==> config.mk <==
export PLATFORM = sky130hd
export DESIGN_NAME = hpmb_mailbox
export DESIGN_NICKNAME = d
export VERILOG_FILES = /design/src/design/hpmb_pkg.sv /design/src/design/hpmb_mailbox.sv
export SDC_FILE = /design/constraint.sdc
export NUM_CORES = 1
export LEC_CHECK = 0
export ABC_CLOCK_PERIOD_IN_PS = 1670
export BUFFER_PORTS_ARGS = -buffer_cell sky130_fd_sc_hd__buf_2
export CAP_MARGIN = 5
export CORE_ASPECT_RATIO = 0.5
export CORE_UTILIZATION = 40
export DETAILED_ROUTE_END_ITERATION = 6
export PLACE_DENSITY = 0.71
export SLEW_MARGIN = 40
export SYNTH_ARGS = -nofsm -noshare
export SYNTH_HDL_FRONTEND = slang
export SYNTH_SLANG_ARGS = --single-unit
==> constraint.sdc <==
create_clock -name clk -period 1.67 [get_ports clk]
set_input_delay 0.2505 -clock clk [delete_from_list [all_inputs] [get_ports clk]]
set_output_delay 0.2505 -clock clk [all_outputs]
set_load 0.01 [all_outputs]
==> src/design/hpmb_pkg.sv <==
package hpmb_pkg;
    // ****************************************
    // Register addresses
    // ****************************************
    localparam logic [15:0] ADDR_ENG1_MSG = 16'h0144;
    localparam logic [15:0] ADDR_ENG2_MSG = 16'h0148;
    localparam logic [15:0] ADDR_ROUTING = 16'h0142;
    localparam logic [15:0] ADDR_MAILBOX = 16'hc0c6;

    // ****************************************
    // Reset values
    // ****************************************
    localparam logic [15:0] MAILBOX_RST = 16'h0000;
    localparam logic [15:0] ROUTING_RST = 16'h1400;

    // ****************************************
    // Status port bit positions
    // ****************************************
    localparam int ST_MBOX_OUT = 0;
    localparam int ST_RESET1 = 1;
    localparam int ST_DONE1 = 2;
    localparam int ST_DONE2 = 3;
    localparam int ST_MSG1 = 4;
    localparam int ST_MSG2 = 5;
    localparam int ST_RESUME1 = 6;
    localparam int ST_RESUME2 = 7;
    localparam int ST_MBOX_IN = 8;
    localparam int ST_RESET2 = 9;
    localparam int ST_SOF1 = 10;
    localparam int ST_SOF2 = 12;
    localparam int ST_ID = 14;
    localparam int ST_VBUS = 15;

    // Routing bits that gate engine events
    localparam logic [15:0] ROUTE_EVENT_MASK = 16'h2ace;

    // ****************************************
    // Carriers
    // ****************************************
    typedef struct packed {
        logic wr;
        logic rd;
        logic [15:0] addr;
        logic [15:0] wdata;
    } hpmb_acc_t;

    // Engine event levels, one per engine
    typedef struct packed {
        logic [1:0] sofEop;
        logic [1:0] usbReset;
        logic [1:0] resume;
        logic [1:0] done;
    } hpmb_events_t;

    typedef struct packed {
        logic [15:0] mailbox;
        logic [15:0] routing;
        logic [1:0] msgFlag;
        logic mboxIn;
        logic mboxOut;
        logic rxFullIrq;
        logic txEmptyIrq;
        logic [15:0] cpuRdata;
        logic [15:0] hostRdata;
        logic [15:0] status;
        logic hostIrq;
        logic [1:0] vbusSync;
        logic [1:0] idSync;
    } hpmb_state_t;
endpackage

==> src/design/hpmb_mailbox.sv <==
module hpmb_mailbox
    import hpmb_pkg::*;
(
    input wire logic clk,
    input wire logic reset,
    // On-chip CPU access
    input wire hpmb_acc_t cpuAcc,
    output logic [15:0] cpuRdata,
    // External host access (memory cycles and status poll)
    input wire hpmb_acc_t hostAcc,
    input wire logic hostStatusRd,
    output logic [15:0] hostRdata,
    output logic [15:0] hostStatus,
    output logic hostPortIrq,
    // Memory-cycle marker towards the CPU side
    output logic hostMemCycle,
    // Mailbox interrupts and enables
    input wire logic rxFullEn,
    input wire logic txEmptyEn,
    output logic mailboxReceiveFullIrq,
    output logic mailboxTransmitEmptyIrq,
    // Engine events and unrouted copies for the CPU, SOF copies gated by routing bits 12 and 10
    input wire hpmb_events_t engEvents,
    output hpmb_events_t cpuEvents,
    // OTG pins
    input wire logic vbusValidPin,
    input wire logic idPin
);
    hpmb_state_t s_r;
    hpmb_state_t s_nxt;

    // ****************************************
    // Decode helpers
    // ****************************************
    function automatic logic hit(input hpmb_acc_t a, input logic [15:0] adr, input logic isWr);
        hit = (isWr ? a.wr : a.rd) && (a.addr == adr);
    endfunction

    logic cpuWrMsg1, cpuWrMsg2, hostRdMsg1, hostRdMsg2;
    logic cpuWrMb, cpuRdMb, hostWrMb, hostRdMb;
    logic [15:0] routedVec;
    logic [15:0] statusVec;

    // Access strobes
    always_comb begin
        cpuWrMsg1 = hit(cpuAcc, ADDR_ENG1_MSG, 1'b1);
        cpuWrMsg2 = hit(cpuAcc, ADDR_ENG2_MSG, 1'b1);
        hostRdMsg1 = hit(hostAcc, ADDR_ENG1_MSG, 1'b0);
        hostRdMsg2 = hit(hostAcc, ADDR_ENG2_MSG, 1'b0);
        cpuWrMb = hit(cpuAcc, ADDR_MAILBOX, 1'b1);
        cpuRdMb = hit(cpuAcc, ADDR_MAILBOX, 1'b0);
        hostWrMb = hit(hostAcc, ADDR_MAILBOX, 1'b1);
        hostRdMb = hit(hostAcc, ADDR_MAILBOX, 1'b0);
    end

    // ****************************************
    // Event routing and status assembly
    // ****************************************
    always_comb begin
        routedVec = '0;
        routedVec[ST_SOF2] = engEvents.sofEop[1];
        routedVec[ST_SOF1] = engEvents.sofEop[0];
        routedVec[ST_RESET2] = engEvents.usbReset[1];
        routedVec[ST_RESET1] = engEvents.usbReset[0];
        routedVec[ST_RESUME2] = engEvents.resume[1];
        routedVec[ST_RESUME1] = engEvents.resume[0];
        routedVec[ST_DONE2] = engEvents.done[1];
        routedVec[ST_DONE1] = engEvents.done[0];
        // Routing bit positions match status positions except SOF, shifted by one
        routedVec[ST_SOF2] = routedVec[ST_SOF2] & s_r.routing[13];
        routedVec[ST_SOF1] = routedVec[ST_SOF1] & s_r.routing[11];
        routedVec[ST_RESET2] = routedVec[ST_RESET2] & s_r.routing[9];
        routedVec[ST_RESUME2] = routedVec[ST_RESUME2] & s_r.routing[7];
        routedVec[ST_RESUME1] = routedVec[ST_RESUME1] & s_r.routing[6];
        routedVec[ST_DONE2] = routedVec[ST_DONE2] & s_r.routing[3];
        routedVec[ST_DONE1] = routedVec[ST_DONE1] & s_r.routing[2];
        routedVec[ST_RESET1] = routedVec[ST_RESET1] & s_r.routing[1];
        statusVec = routedVec;
        statusVec[ST_VBUS] = s_r.vbusSync[1];
        statusVec[ST_ID] = s_r.idSync[1];
    end

    // Unrouted events stay with the CPU, except SOF, which routing bits 12 and 10 pass to the CPU
    always_comb begin
        cpuEvents.sofEop[1] = engEvents.sofEop[1] & s_r.routing[12];
        cpuEvents.sofEop[0] = engEvents.sofEop[0] & s_r.routing[10];
        cpuEvents.usbReset[1] = engEvents.usbReset[1] & ~s_r.routing[9];
        cpuEvents.usbReset[0] = engEvents.usbReset[0] & ~s_r.routing[1];
        cpuEvents.resume[1] = engEvents.resume[1] & ~s_r.routing[7];
        cpuEvents.resume[0] = engEvents.resume[0] & ~s_r.routing[6];
        cpuEvents.done[1] = engEvents.done[1] & ~s_r.routing[3];
        cpuEvents.done[0] = engEvents.done[0] & ~s_r.routing[2];
    end

    // ****************************************
    // Next-state logic
    // ****************************************
    always_comb begin
        s_nxt = s_r;
        // Pin synchronisers
        s_nxt.vbusSync = {s_r.vbusSync[0], vbusValidPin};
        s_nxt.idSync = {s_r.idSync[0], idPin};
        // Message flags, set wins over clear
        if (hostRdMsg1) s_nxt.msgFlag[0] = 1'b0;
        if (hostRdMsg2) s_nxt.msgFlag[1] = 1'b0;
        if (cpuWrMsg1) s_nxt.msgFlag[0] = 1'b1;
        if (cpuWrMsg2) s_nxt.msgFlag[1] = 1'b1;
        // Routing register, host writable only
        if (hit(hostAcc, ADDR_ROUTING, 1'b1)) s_nxt.routing = hostAcc.wdata;
        // Mailbox data, host write after CPU write in same cycle
        if (cpuWrMb) s_nxt.mailbox = cpuAcc.wdata;
        if (hostWrMb) s_nxt.mailbox = hostAcc.wdata;
        // Incoming flag and receive-full irq
        if (cpuRdMb) begin
            s_nxt.mboxIn = 1'b0;
            s_nxt.rxFullIrq = 1'b0;
        end
        if (hostWrMb) s_nxt.mboxIn = 1'b1;
        if (hostWrMb && rxFullEn) s_nxt.rxFullIrq = 1'b1;
        // Outgoing flag and transmit-empty irq, set after clear so the event wins
        if (hostRdMb) s_nxt.mboxOut = 1'b0;
        if (cpuWrMb) begin
            s_nxt.mboxOut = 1'b1;
            s_nxt.txEmptyIrq = 1'b0;
        end
        if (hostRdMb && txEmptyEn) s_nxt.txEmptyIrq = 1'b1;
        // Read data, registered
        s_nxt.cpuRdata = cpuRdMb ? s_r.mailbox : 16'h0000;
        unique case (1'b1)
            hostRdMb: s_nxt.hostRdata = s_r.mailbox;
            hit(hostAcc, ADDR_ROUTING, 1'b0): s_nxt.hostRdata = s_r.routing;
            default: s_nxt.hostRdata = 16'h0000;
        endcase
        s_nxt.status = statusVec;
        // Flags join the status word in the same cycle as the flags themselves
        s_nxt.status[ST_MBOX_IN] = s_nxt.mboxIn;
        s_nxt.status[ST_MBOX_OUT] = s_nxt.mboxOut;
        s_nxt.status[ST_MSG2] = s_nxt.msgFlag[1];
        s_nxt.status[ST_MSG1] = s_nxt.msgFlag[0];
        s_nxt.hostIrq = (|s_nxt.msgFlag) | s_nxt.mboxOut | (|routedVec);
        if (reset) begin
            s_nxt = '0;
            s_nxt.mailbox = MAILBOX_RST;
            s_nxt.routing = ROUTING_RST;
        end
    end

    // State register
    always_ff @(posedge clk) begin
        s_r <= s_nxt;
    end

    // ****************************************
    // Outputs
    // ****************************************
    assign cpuRdata = s_r.cpuRdata;
    assign hostRdata = s_r.hostRdata;
    assign hostStatus = s_r.status;
    assign hostPortIrq = s_r.hostIrq;
    assign hostMemCycle = (hostAcc.wr | hostAcc.rd) & ~hostStatusRd;
    assign mailboxReceiveFullIrq = s_r.rxFullIrq;
    assign mailboxTransmitEmptyIrq = s_r.txEmptyIrq;

    // ****************************************
    // Checks
    // ****************************************
    property p_msgset;
        @(posedge clk) disable iff (reset) cpuWrMsg1 |=> hostStatus[ST_MSG1] ##0 hostPortIrq;
    endproperty
    a_msgset: assert property (p_msgset) else $error("msg1 flag not set");

    property p_msgclr;
        @(posedge clk) disable iff (reset) (hostRdMsg2 && !cpuWrMsg2) |=> !hostStatus[ST_MSG2];
    endproperty
    a_msgclr: assert property (p_msgclr) else $error("msg2 flag not cleared");

    property p_mbdata;
        @(posedge clk) disable iff (reset) (hostWrMb ##1 cpuRdMb) |=> cpuRdata == $past(hostAcc.wdata, 2);
    endproperty
    a_mbdata: assert property (p_mbdata) else $error("mailbox data lost");

    property p_rxfull;
        @(posedge clk) disable iff (reset) (hostWrMb && rxFullEn) |=> mailboxReceiveFullIrq;
    endproperty
    a_rxfull: assert property (p_rxfull) else $error("rx full missing");

    property p_rxclr;
        @(posedge clk) disable iff (reset) (cpuRdMb && !hostWrMb) |=> !mailboxReceiveFullIrq && !s_r.mboxIn;
    endproperty
    a_rxclr: assert property (p_rxclr) else $error("rx full not cleared");

    property p_txempty;
        @(posedge clk) disable iff (reset) (hostRdMb && txEmptyEn && !cpuWrMb) |=> mailboxTransmitEmptyIrq;
    endproperty
    a_txempty: assert property (p_txempty) else $error("tx empty missing");

    property p_txclr;
        @(posedge clk) disable iff (reset) (cpuWrMb && !(hostRdMb && txEmptyEn))
            |=> !mailboxTransmitEmptyIrq ##0 hostStatus[ST_MBOX_OUT];
    endproperty
    a_txclr: assert property (p_txclr) else $error("tx empty not cleared");

    property p_vbus;
        @(posedge clk) disable iff (reset) vbusValidPin [*4] |=> hostStatus[ST_VBUS];
    endproperty
    a_vbus: assert property (p_vbus) else $error("vbus flag wrong");

    property p_route;
        @(posedge clk) disable iff (reset) !s_r.routing[3] |=> !hostStatus[ST_DONE2];
    endproperty
    a_route: assert property (p_route) else $error("unrouted event shown");

    property p_msg2set;
        @(posedge clk) disable iff (reset) cpuWrMsg2 |=> hostStatus[ST_MSG2] ##0 hostPortIrq;
    endproperty
    a_msg2set: assert property (p_msg2set) else $error("msg2 flag not set");

    property p_msg1clr;
        @(posedge clk) disable iff (reset) (hostRdMsg1 && !cpuWrMsg1) |=> !hostStatus[ST_MSG1];
    endproperty
    a_msg1clr: assert property (p_msg1clr) else $error("msg1 flag not cleared");

    property p_mbirq;
        @(posedge clk) disable iff (reset) cpuWrMb |=> hostPortIrq;
    endproperty
    a_mbirq: assert property (p_mbirq) else $error("mailbox host irq missing");

    property p_mboutclr;
        @(posedge clk) disable iff (reset) (hostRdMb && !cpuWrMb) |=> !hostStatus[ST_MBOX_OUT];
    endproperty
    a_mboutclr: assert property (p_mboutclr) else $error("outgoing flag not cleared");

    property p_cpuzero;
        @(posedge clk) disable iff (reset) !cpuRdMb |=> cpuRdata == 16'h0000;
    endproperty
    a_cpuzero: assert property (p_cpuzero) else $error("cpu read data leaked");

    property p_pollfree;
        @(posedge clk) disable iff (reset) hostStatusRd |-> !hostMemCycle;
    endproperty
    a_pollfree: assert property (p_pollfree) else $error("status poll made memory cycle");

    property p_mbinset;
        @(posedge clk) disable iff (reset) hostWrMb |=> hostStatus[ST_MBOX_IN];
    endproperty
    a_mbinset: assert property (p_mbinset) else $error("incoming flag not set");

    property p_mboutset;
        @(posedge clk) disable iff (reset) cpuWrMb |=> hostStatus[ST_MBOX_OUT];
    endproperty
    a_mboutset: assert property (p_mboutset) else $error("outgoing flag not set");

    property p_vbuslow;
        @(posedge clk) disable iff (reset) !vbusValidPin [*4] |=> !hostStatus[ST_VBUS];
    endproperty
    a_vbuslow: assert property (p_vbuslow) else $error("vbus flag stuck high");

    property p_idhigh;
        @(posedge clk) disable iff (reset) idPin [*4] |=> hostStatus[ST_ID];
    endproperty
    a_idhigh: assert property (p_idhigh) else $error("id flag stuck low");

    property p_idlow;
        @(posedge clk) disable iff (reset) !idPin [*4] |=> !hostStatus[ST_ID];
    endproperty
    a_idlow: assert property (p_idlow) else $error("id flag stuck high");

    property p_sof1;
        @(posedge clk) disable iff (reset) (engEvents.sofEop[0] && s_r.routing[11]) |=> hostStatus[ST_SOF1];
    endproperty
    a_sof1: assert property (p_sof1) else $error("sof1 flag missing");

    property p_reset2;
        @(posedge clk) disable iff (reset) (engEvents.usbReset[1] && s_r.routing[9]) |=> hostStatus[ST_RESET2];
    endproperty
    a_reset2: assert property (p_reset2) else $error("reset2 flag missing");

    property p_resume2;
        @(posedge clk) disable iff (reset) (engEvents.resume[1] && s_r.routing[7]) |=> hostStatus[ST_RESUME2];
    endproperty
    a_resume2: assert property (p_resume2) else $error("resume2 flag missing");

    property p_done1;
        @(posedge clk) disable iff (reset) (engEvents.done[0] && s_r.routing[2]) |=> hostStatus[ST_DONE1];
    endproperty
    a_done1: assert property (p_done1) else $error("engine1_done_flag missing");

    property p_cpuev;
        @(posedge clk) disable iff (reset) s_r.routing[2] |-> !cpuEvents.done[0];
    endproperty
    a_cpuev: assert property (p_cpuev) else $error("routed event left at cpu");

    property p_irqor;
        @(posedge clk) disable iff (reset)
            (hostStatus[ST_SOF2] || hostStatus[ST_SOF1] || hostStatus[ST_MSG1]) |-> hostPortIrq;
    endproperty
    a_irqor: assert property (p_irqor) else $error("host irq misses a source");
endmodule // hpmb_mailbox

# Word level (Yosys, flattened, before mapping)
# Index checks and enable logic that the tools add are counted.
[classes]
eq_ne = 7
n_mux = 15
bitwise = 28
n_reduce_logical = 18
[ops]
columns = ["cell", "count"]
rows = [
  ["16-bit by 9-bit == test with 1-bit output, second input constant", 5],
  ["16-bit == test, second input constant", 2],
  ["16-bit 2-to-1 mux", 2],
  ["16-bit case mux with 2 select lines", 1],
  ["1-bit AND", 17],
  ["1-bit logical AND", 12],
  ["1-bit 2-to-1 mux", 12],
  ["1-bit inverter", 8],
  ["8-bit OR reduction", 1],
  ["2-bit nonzero test", 3],
  ["2-bit OR reduction", 2],
  ["1-bit OR", 3],
]
[totals]
register_bits = 91
inputBits = 83
wordCells = 82

# Longest topological paths before layout
# Gate-level depths: netlist of the first run.
[depth]
word_depth = 7
mapped_depth = 7

# Worst setup path after synthesis of the first run
# No wires, ideal clock.
[synth_path]
path_kind = "input -> register"
startpoint = "input port cpuAcc[25] (netlist bit)"
endpoint = "register s_r[82] (netlist bit)"
setup_time_ps = 86
arrival_time_ps = 1663
required_time_ps = 1584
setup_slack_ps = -78
cell_stages = 7
path_buffers = 2
path_cell_list = "or4b_1 nor3_2 nand4_1 buf_6 buf_8 mux2i_1 a211oi_1"
[synth_between]
elab_chain_cells = 3
[synth_lines]
columns = ["item", "line_no", "text"]
rows = [
  ["from (decl)", "hpmb_mailbox.sv:7", "input wire hpmb_acc_t cpuAcc,"],
  ["16-bit == test", "hpmb_mailbox.sv:36", "hit = (isWr ? a.wr : a.rd) && (a.addr == adr);"],
  ["1-bit logical AND", "hpmb_mailbox.sv:36", ""],
  ["2-bit nonzero test (no source line)", "-", ""],
  ["to (signal assigned)", "hpmb_mailbox.sv:150", "s_r <= s_nxt;"],
  ["to (decl)", "hpmb_mailbox.sv:29", "hpmb_state_t s_r;"],
]
# Every way passes these cells.
# A chain may end at the register's enable or synchronous reset.

# Worst setup path after layout of the first run
[layout_path]
startpoint = "input port cpuAcc[25] (netlist bit)"
endpoint = "register s_r[79] (netlist bit)"
# The elaborated chain is that of the path after synthesis.

==> results.yml, run 1 <==
power_and_ir_drop:
  power_density_mw_per_mm2: 951
  max-vdd-ir-drop_mv: 0.559
  switching_power_mw: 0.870
  intPower_mw: 3.33
  power.share.combinational_pct: 4.8
  p_leak_nw: 2.10
  power_mw: 4.20
  power_frac_clock_pct: 46.8
  pwr-share-seq_pct: 48.4
  netSwitchingFraction_pct: 20.7
floorplan:
  die_area_sq_mm: 0.00917
  io_pins: 143
  core_area_sq_mm: 0.00826
  rows: 23
  chipWidth_um: 134
  dieHeight_um: 68.2
  start_util_pct: 42.5
drt:
  ant_nets: 0
  dr.pass1.iters: 6
  vias_per_cell: 4.69
  initialDrtViolationCount: 99
  wire_per_inst_um: 13.5
  drc: 0
  finalWirelength_um: 8090
  num_vias: 2809
worst_setup_path:
  worst-setup-path-type: "in -> reg"
  path_buf_inv: 3
  critical-path-top-delay-family: "simple AND/OR/NAND/NOR gates"
  cp-start-kind: "input port"
  worstPathRequired_ns: 1.91
  cpMaxStageDelayCell: "or4b_4"
  cpPeakStageDelay_ns: 0.52
  path_cells: "buf_2, or4b_4, nor3_2, nand4_1, buf_6, clkbuf_16, mux2i_1, a211oi_1"
  endpoint_kind: "flip-flop"
  crit_fanout: 9
  arrival_ns: 1.85
sta:
  setup_viol: 0
  drv_slew: 0
  rsz0062_at_grt: "false"
  period_minus_slack_ns: 1.61
  hold_viol_final: 0
  fin_worst_skew_ns: 0.00465
  fmax_ghz: 0.622
  fin_crit_sh_pct: 96.2
  fin_ws_ns: 0.0631
clock_tree:
  cts-root-buf: "clkbuf_16"
  hold_buffers: 0
  clock_latency_ns: 0.32
  cts_tree: "yes"
  htreeDepth: 3
  numCtsBuffers: 9
  clock_sinks: 85
  clk_pin_slew_ns: 0.06
  clockBufferDepth: 2
synthesis:
  synthDominantCellAreaShare_pct: 48.5
  ys.warnings.count: 0
  yosys.area.top_type: "dfxtp_1"
  synth-seq-cells: 85
  syn_area_sq_mm: 0.00351
  syn_inst: 385
  synth.top_cells.by_area: "dfxtp_1 (49%), buf_4 (10%), nor2_1 (5.3%)"
  synth_cell_types: 40
  avgSynthCellArea_sq_um: 9.11
  synth-edff-count: 0
  async_reset_ff_share_pct: 0
  synthFlopType: "dfxtp_1"
  seq_area_frac_synth_pct: 48.5
placement:
  dpl_worst_slack_ns: -0.255
  hpwl_um: 5650
  io_buffers: 140
  gp_congestion: 0.693
  dp.cells: 580
finish:
  layout.nets: 565
  num_antenna_cells: 0
  area_growth_pct: 26.0
  final_common_cell: "buf_2"
  drive_gt1_share_pct: 37.0
  final_cell_mix: "buf_2 (140), dfxtp_1 (85), nor2_1 (50), nand2_1 (44), and2_1 (19)"
  final_cells: 599
worst_hold_path:
  min_path_type: "in -> reg"
global_route:
  grt_pass1_wl_um: 12300
  grt_max_degree: 40
  grt_overflow: 0
  antenna_found_initial: 0
  grt_pass1_vias: 2554
  grt_use_total_pct: 17.7
flow_run:
  maxCapViolations: 0
status:
  outcome: "finished, final reports clean"
## metal layers
layer | vias up | track usage [%] | wire (um)
met5 | - | 0 | 0
met4 | 0 | 6.46 | 77
met3 | 7 | 4.67 | 431
met2 | 90 | 30.0 | 3810
met1 | 1273 | 22.2 | 3770
li1 | 1439 | - | -
## cells by family (layout without fill, tap and decap cells)
| group | Yosys count | in the layout | synth area share [%] |
|---|---|---|---|
| and+or+nand+nor | 155 | 155 | 22.0 |
| DFF | 85 | 85 | 48.5 |
| buffers and inverters | 73 | 174 | 13.7 |
| AOI/OAI and AO/OA | 55 | 55 | 11.1 |
| muxes | 16 | 16 | 4.56 |
| other | 1 | 2 | 0.107 |
## metrics by stage
step	util [%]	hold WS (ns)	area, sq um	setup TNS [ns]
after global routing	53.5	0.141	4420	0
after CTS	52.8	0.132	4360	0
after detailed placement	49.1	0.428	4060	-5.04
after floorplan	-	0.375	3510	-0.656
after global placement	49.1	0.418	4060	-3.53
final	53.5	0.138	4420	0
## synthesized netlist by cell type (2+ instances only)
cell	n
buf_4	48
a22oi_1	17
and2_1	19
nor2_1	50
nor3b_1	2
clkbuf_2	3
nor3_1	3
inv_1	4
and4_1	3
buf_2	4
dfxtp_1	85
nor2b_1	13
nand2_1	44
nand4_1	6
mux2i_1	16
a31oi_1	2
a21oi_1	15
o21a_1	2
nor4b_1	2
nand3b_1	2
clkbuf_1	11
a211oi_1	16
## layout make-up
type                            instances  area (sq um)
Fill cell                             797          3840
Sequential cell                        85          1700
Multi-Input combinational cell        228          1350
Timing Repair Buffer                  154           915
Clock buffer                           10           239
Tap cell                              112           140
Clock inverter                          6          62.6
Inverter                                4          15.0
## worst paths after layout
kind | start | endpoint | slack, ns | depth (start not counted)
setup reg to reg | s_r[72]$_SDFFE_PP0P_ | hostPortIrq$_SDFF_PP0_ | 0.54 | 4
hold / removal | idPin | s_r[0]$_SDFF_PP0_ | 0.14 | 2
hold reg to reg | s_r[0]$_SDFF_PP0_ | s_r[1]$_SDFF_PP0_ | 0.43 | 1
setup / recovery | cpuAcc[25] | s_r[79]$_SDFFE_PP0P_ | 0.06 | 8
## power by group through the flow
| stage | registers (mW) | clock network (mW) | logic, mW |
|---|---|---|---|
| global placement | 2.08 | 0 | 0.199 |
| floorplan | 2.08 | 0 | 0.0670 |
| finish | 2.03 | 1.97 | 0.202 |
| global route | 2.03 | 2.09 | 0.222 |
| detailed placement | 2.08 | 0 | 0.201 |
| CTS | 2.03 | 2.00 | 0.201 |
## registers in the layout, indices dropped and copies added, names as in the netlist
register and count:
mailboxTransmitEmptyIrq 1, hostPortIrq 1, mailboxReceiveFullIrq 1, hostStatus 13
s_r 37, cpuRdata 16, hostRdata 16
## what timing repair did
action / in CTS / in global routing
endpoints found under the setup margin: 0 / 11
setup buffers: 0 / 2
resized for setup: 0 / 5
Power figures use the tool's default switching activity.
==> run 2: changes to the inputs <==
CORE_UTILIZATION = 38   (was 40)
PLACE_DENSITY = 0.68   (was 0.71)
==> run 2 against run 1 <==
Net effect:
- flip-flop and latch count stayed put
- non-clock buffer count increased by 3
- combinational power barely moved
- via count grew 0.36%
- routed wire length decreased by 2.1%
- worst hold slack worse by 0.0072 ns
- clock-buffer cell count rose by 2
- register-to-register slack gained 0.09 ns
- critical endpoint is now s_r[89]$_SDFFE_PP0P_
==> results.yml, run 2 (synthesis gave the netlist of run 1 again) <==
status:
  outcome: "finished, final reports clean"
finish:
  largest_register: "s_r"
  drive_gt1_share_pct: 35.9
  num_antenna_cells: 0
  final_cell_mix: "buf_2 (140), dfxtp_1 (85), nor2_1 (50), nand2_1 (44), and2_1 (19)"
  layout.nets: 568
  area_growth_pct: 25.1
  largest_reg_flops: 37
  fin_area_sq_mm: 0.00439
  final_common_cell: "buf_2"
worst_hold_path:
  min_path_type: "in -> reg"
floorplan:
  start_util_pct: 39.7
  core_area_sq_mm: 0.00883
  chipWidth_um: 138
  dieHeight_um: 69.9
  io_pins: 143
  rows: 24
  die_area_sq_mm: 0.00964
sta:
  holdWs_ns: 0.131
  final.setup.tns_ns: 0
  period_minus_slack_ns: 1.55
  rsz0062_at_grt: "false"
  fmax_ghz: 0.645
  drv_slew: 0
  hold_viol_final: 0
  fin_worst_skew_ns: 0.00488
  fin_ws_ns: 0.120
  fin_crit_sh_pct: 92.8
  setup_viol: 0
flow_run:
  maxCapViolations: 0
power_and_ir_drop:
  netSwitchingFraction_pct: 19.9
  p_leak_nw: 2.09
  max-vdd-ir-drop_mv: 0.568
  power_mw: 4.15
  power_density_mw_per_mm2: 945
  power_frac_clock_pct: 46.0
  switching_power_mw: 0.824
  intPower_mw: 3.32
  power.share.combinational_pct: 5.0
  pwr-share-seq_pct: 49.1
drt:
  ant_nets: 0
  dr.pass1.iters: 4
  initialDrtViolationCount: 111
  vias_per_cell: 4.66
  wire_per_inst_um: 13.1
  drc: 0
  finalWirelength_um: 7920
  num_vias: 2819
clock_tree:
  clock_latency_ns: 0.33
  clk_pin_slew_ns: 0.06
  post_cts_buffers: 0
  cts_resized: 0
  clock_sinks: 85
  numCtsBuffers: 9
  hold_buffers: 0
  cts_tree: "yes"
  clockBufferDepth: 2
  htreeDepth: 3
  cts-root-buf: "clkbuf_16"
global_route:
  grt_max_degree: 53
  grt_overflow: 0
  grt_use_total_pct: 17.2
  grt_pass1_vias: 2676
  grt_pass1_wl_um: 12600
  antenna_found_initial: 0
placement:
  placed_area_sq_mm: 0.00411
  io_buffers: 140
  hpwl_um: 5750
  gp_congestion: 0.684
  dpl_worst_slack_ns: -0.248
worst_setup_path:
  worst-setup-path-type: "in -> reg"
  crit_fanout: 18
  worstPathRequired_ns: 1.91
  cp-start-kind: "input port"
  arrival_ns: 1.79
  endpoint_kind: "flip-flop"
[run 2: cell types whose count changed in the layout (fill, tap and decap cells not counted), sizes merged]
cell and change:
buf +4, clkbuf +1, clkinv -4
[run 2: worst max-delay path: stages]
cell and delay [ns]:
buf_2 0.09, or4b_1 0.53, nor3_2 0.15, nand4_1 0.17
buf_12 0.21, mux2i_1 0.12, a211oi_1 0.25
[run 2: cell type report]
type | instances | area [sq um]
Tap cell | 117 | 146
Sequential cell | 85 | 1700
Clock inverter | 2 | 35.0
Timing Repair Buffer | 157 | 916
Clock buffer | 12 | 246
Inverter | 4 | 15.0
Multi-Input combinational cell | 228 | 1330
Fill cell | 872 | 4440
[run 2: layer usage]
metal | vias to the layer above | share of wire [%] | global-route usage (%)
met4 | 0 | 0.91 | 5.92
met1 | 1284 | 48 | 21.6
li1 | 1440 | - | -
met5 | - | 0 | 0
met2 | 86 | 47 | 28.2
met3 | 9 | 4.7 | 4.50
[run 2: path summary, 6_finish.rpt]
| kind | from | end | slack (ns) | depth (start not counted) |
|---|---|---|---|---|
| worst max-delay path | cpuAcc[25] | s_r[89]$_SDFFE_PP0P_ | 0.12 | 7 |
| worst min-delay path | idPin | s_r[0]$_SDFF_PP0_ | 0.13 | 2 |
| worst max register to register | s_r[66]$_SDFFE_PP0P_ | hostPortIrq$_SDFF_PP0_ | 0.63 | 4 |
| worst min register to register | s_r[0]$_SDFF_PP0_ | s_r[1]$_SDFF_PP0_ | 0.44 | 1 |
[run 2: power by group through the flow]
stage	clock (mW)	combinational [mW]	sequential (mW)
floorplan	0	0.0670	2.08
finish	1.91	0.205	2.03
global placement	0	0.206	2.08
detailed placement	0	0.206	2.08
global route	2.03	0.226	2.03
CTS	1.96	0.207	2.03
[run 2: per-stage QoR]
step | utilization (%) | std cells
after floorplan | - | 386
after global placement | 46.5 | 591
after detailed placement | 46.5 | 591
after CTS | 49.7 | 605
after global routing | 49.7 | 605
final | 49.7 | 605
==> run 3: changes to the inputs <==
CELL_PAD_IN_SITES_DETAIL_PLACEMENT = 1   (was not set)
CELL_PAD_IN_SITES_GLOBAL_PLACEMENT = 2   (was not set)
CORE_UTILIZATION = 24   (was 38)
PLACE_DENSITY = not set   (was 0.68)
PLACE_DENSITY_LB_ADDON = 0.1   (was not set)
SETUP_SLACK_MARGIN = 0.5   (was not set)
==> run 3 against run 2 <==
Net effect:
- sequential power about the same
- cell area increased by 18%
- clock power increased by 6%
- maximum frequency increased by 3.9%
- die area increased by 57%
- flip-flop and latch count unchanged
- sequential share of layout area decreased by 5.5 points
- global-route usage decreased by 2.5 points
- clock-buffer cell count unchanged
- via count increased by 6.2%
- critical endpoint is now s_r[75]$_SDFFE_PP0P_
- largest cell class unchanged
==> results.yml, run 3 (synthesis gave the netlist of run 1 again) <==
status:
  outcome: "finished, final reports clean"
worst_setup_path:
  worst-setup-path-type: "in -> reg"
  crit_fanout: 8
  endpoint_kind: "flip-flop"
  r2r_cells: 4
  worstPathRequired_ns: 1.92
  cp-start-kind: "input port"
  arrival_ns: 1.74
sta:
  rsz0062_at_grt: "true"
  final.setup.tns_ns: 0
  fmax_ghz: 0.670
  fin_crit_sh_pct: 89.3
  setup_viol: 0
  fin_ws_ns: 0.178
  fin_worst_skew_ns: 0.00908
  drv_slew: 0
  hold_viol_final: 0
  period_minus_slack_ns: 1.49
worst_hold_path:
  hold_path_depth: 2
  min_path_type: "in -> reg"
placement:
  gp_congestion: 0.655
  dp.cells: 665
  hpwl_um: 7630
  io_buffers: 140
  placed_area_sq_mm: 0.00424
  dpl_worst_slack_ns: -0.197
global_route:
  grt_pass1_vias: 3027
  antenna_found_initial: 1
  grt_pass1_wl_um: 16700
  grt_use_total_pct: 14.7
  grt_max_degree: 40
  grt_overflow: 0
floorplan:
  chipWidth_um: 173
  start_util_pct: 25.3
  core_area_sq_mm: 0.0139
  io_pins: 143
  dieHeight_um: 87.5
  die_area_sq_mm: 0.0151
  rows: 30
clock_tree:
  clk_pin_slew_ns: 0.07
  clock_latency_ns: 0.34
  clock_sinks: 85
  htreeDepth: 3
  clockBufferDepth: 2
  cts_tree: "yes"
  cts-root-buf: "clkbuf_16"
  numCtsBuffers: 9
  hold_buffers: 0
finish:
  nFillCells: 1630
  layout.nets: 587
  largest_register: "s_r"
  final_cell_mix: "buf_2 (133), dfxtp_1 (77), nor2_1 (49), nand2_1 (27), buf_4 (18)"
  multi_input_area_sq_mm: 0.00168
  largest_reg_flops: 37
  area_growth_pct: 47.4
  regArea_sq_mm: 0.00172
  final_common_cell: "buf_2"
  final_cells: 701
  fin_area_sq_mm: 0.00517
  drive_gt1_share_pct: 53.5
power_and_ir_drop:
  switching_power_mw: 0.928
  intPower_mw: 3.38
  max-vdd-ir-drop_mv: 0.586
  power_frac_clock_pct: 47.2
  power_mw: 4.31
  netSwitchingFraction_pct: 21.5
  power.share.combinational_pct: 5.8
  p_leak_nw: 2.38
  pwr-share-seq_pct: 47.1
  power_density_mw_per_mm2: 834
drt:
  finalWirelength_um: 11000
  drc: 0
  ant_nets: 0
  dr.pass1.iters: 4
  wire_per_inst_um: 15.7
  num_vias: 2995
  vias_per_cell: 4.27
  initialDrtViolationCount: 88
flow_run:
  maxCapViolations: 0
==> run 3: changes by cell type in the layout (fill, tap and decap cells not counted), moves of 7 or more <==
cell | previous run | this run
nand2_1 | 44 | 27
a21oi_2 | 0 | 15
a22oi_2 | 0 | 16
a21oi_1 | 15 | 0
buf_2 | 140 | 133
buf_4 | 10 | 18
nand2_4 | 0 | 11
buf_6 | 0 | 13
a22oi_1 | 17 | 1
dfxtp_1 | 85 | 77
==> run 3: worst max-delay path, stage by stage <==
cell,delay [ns]
buf_6,0.09
or4b_4,0.53
nor3_4,0.13
nand4_1,0.11
buf_6,0.16
buf_12,0.14
mux2i_1,0.11
a211oi_1,0.21
==> run 3: cell type report <==
cell class	count	area share, %
antenna	1	0.0484
clock buffer	12	4.96
clock inverter	3	0.871
inverter	4	0.290
multi-input combinational	228	32.5
sequential	85	33.3
tap	192	4.65
timing repair buffer	176	23.5
==> run 3: power groups by stage <==
stage / clock [mW] / sequential (mW) / combinational (mW)
6_report: 2.03 / 2.03 / 0.249
5_1_grt: 2.19 / 2.03 / 0.272
4_1_cts: 2.10 / 2.03 / 0.241
3_5_place_dp: 0 / 2.08 / 0.220
3_3_place_gp: 0 / 2.08 / 0.218
2_1_floorplan: 0 / 2.08 / 0.0703
==> run 3: what timing repair did <==
action,4_1_cts,5_1_grt
cloned,4,1
resized for setup,49,58
buffers inserted,13,2
setup endpoints to repair,77,79
pin swaps,11,36
==> run 3: through the flow <==
stage,util (%),hold WS [ns]
finish,37.2,0.131
global route,37.2,0.138
CTS,35.4,0.120
detailed placement,30.5,0.426
global placement,30.5,0.415
floorplan,-,0.375
==> run 3: path summary, 6_finish.rpt <==
path	from	end	slack (ns)
setup / recovery	cpuAcc[25]	s_r[75]$_SDFFE_PP0P_	0.18
hold / removal	vbusValidPin	s_r[2]$_SDFF_PP0_	0.13
setup reg to reg	s_r[72]$_SDFFE_PP0P_	hostPortIrq$_SDFF_PP0_	0.44
hold reg to reg	s_r[1]$_SDFF_PP0_	hostStatus[14]$_SDFF_PP0_	0.43
==> run 3: routing by layer <==
| metal | track usage, % | share of wire [%] | up-vias |
|---|---|---|---|
| met5 | 0 | 0 | - |
| met4 | 3.14 | 0.54 | 0 |
| met3 | 4.80 | 5.4 | 5 |
| met2 | 22.5 | 43 | 86 |
| met1 | 20.0 | 51 | 1415 |
| li1 | - | - | 1489 |
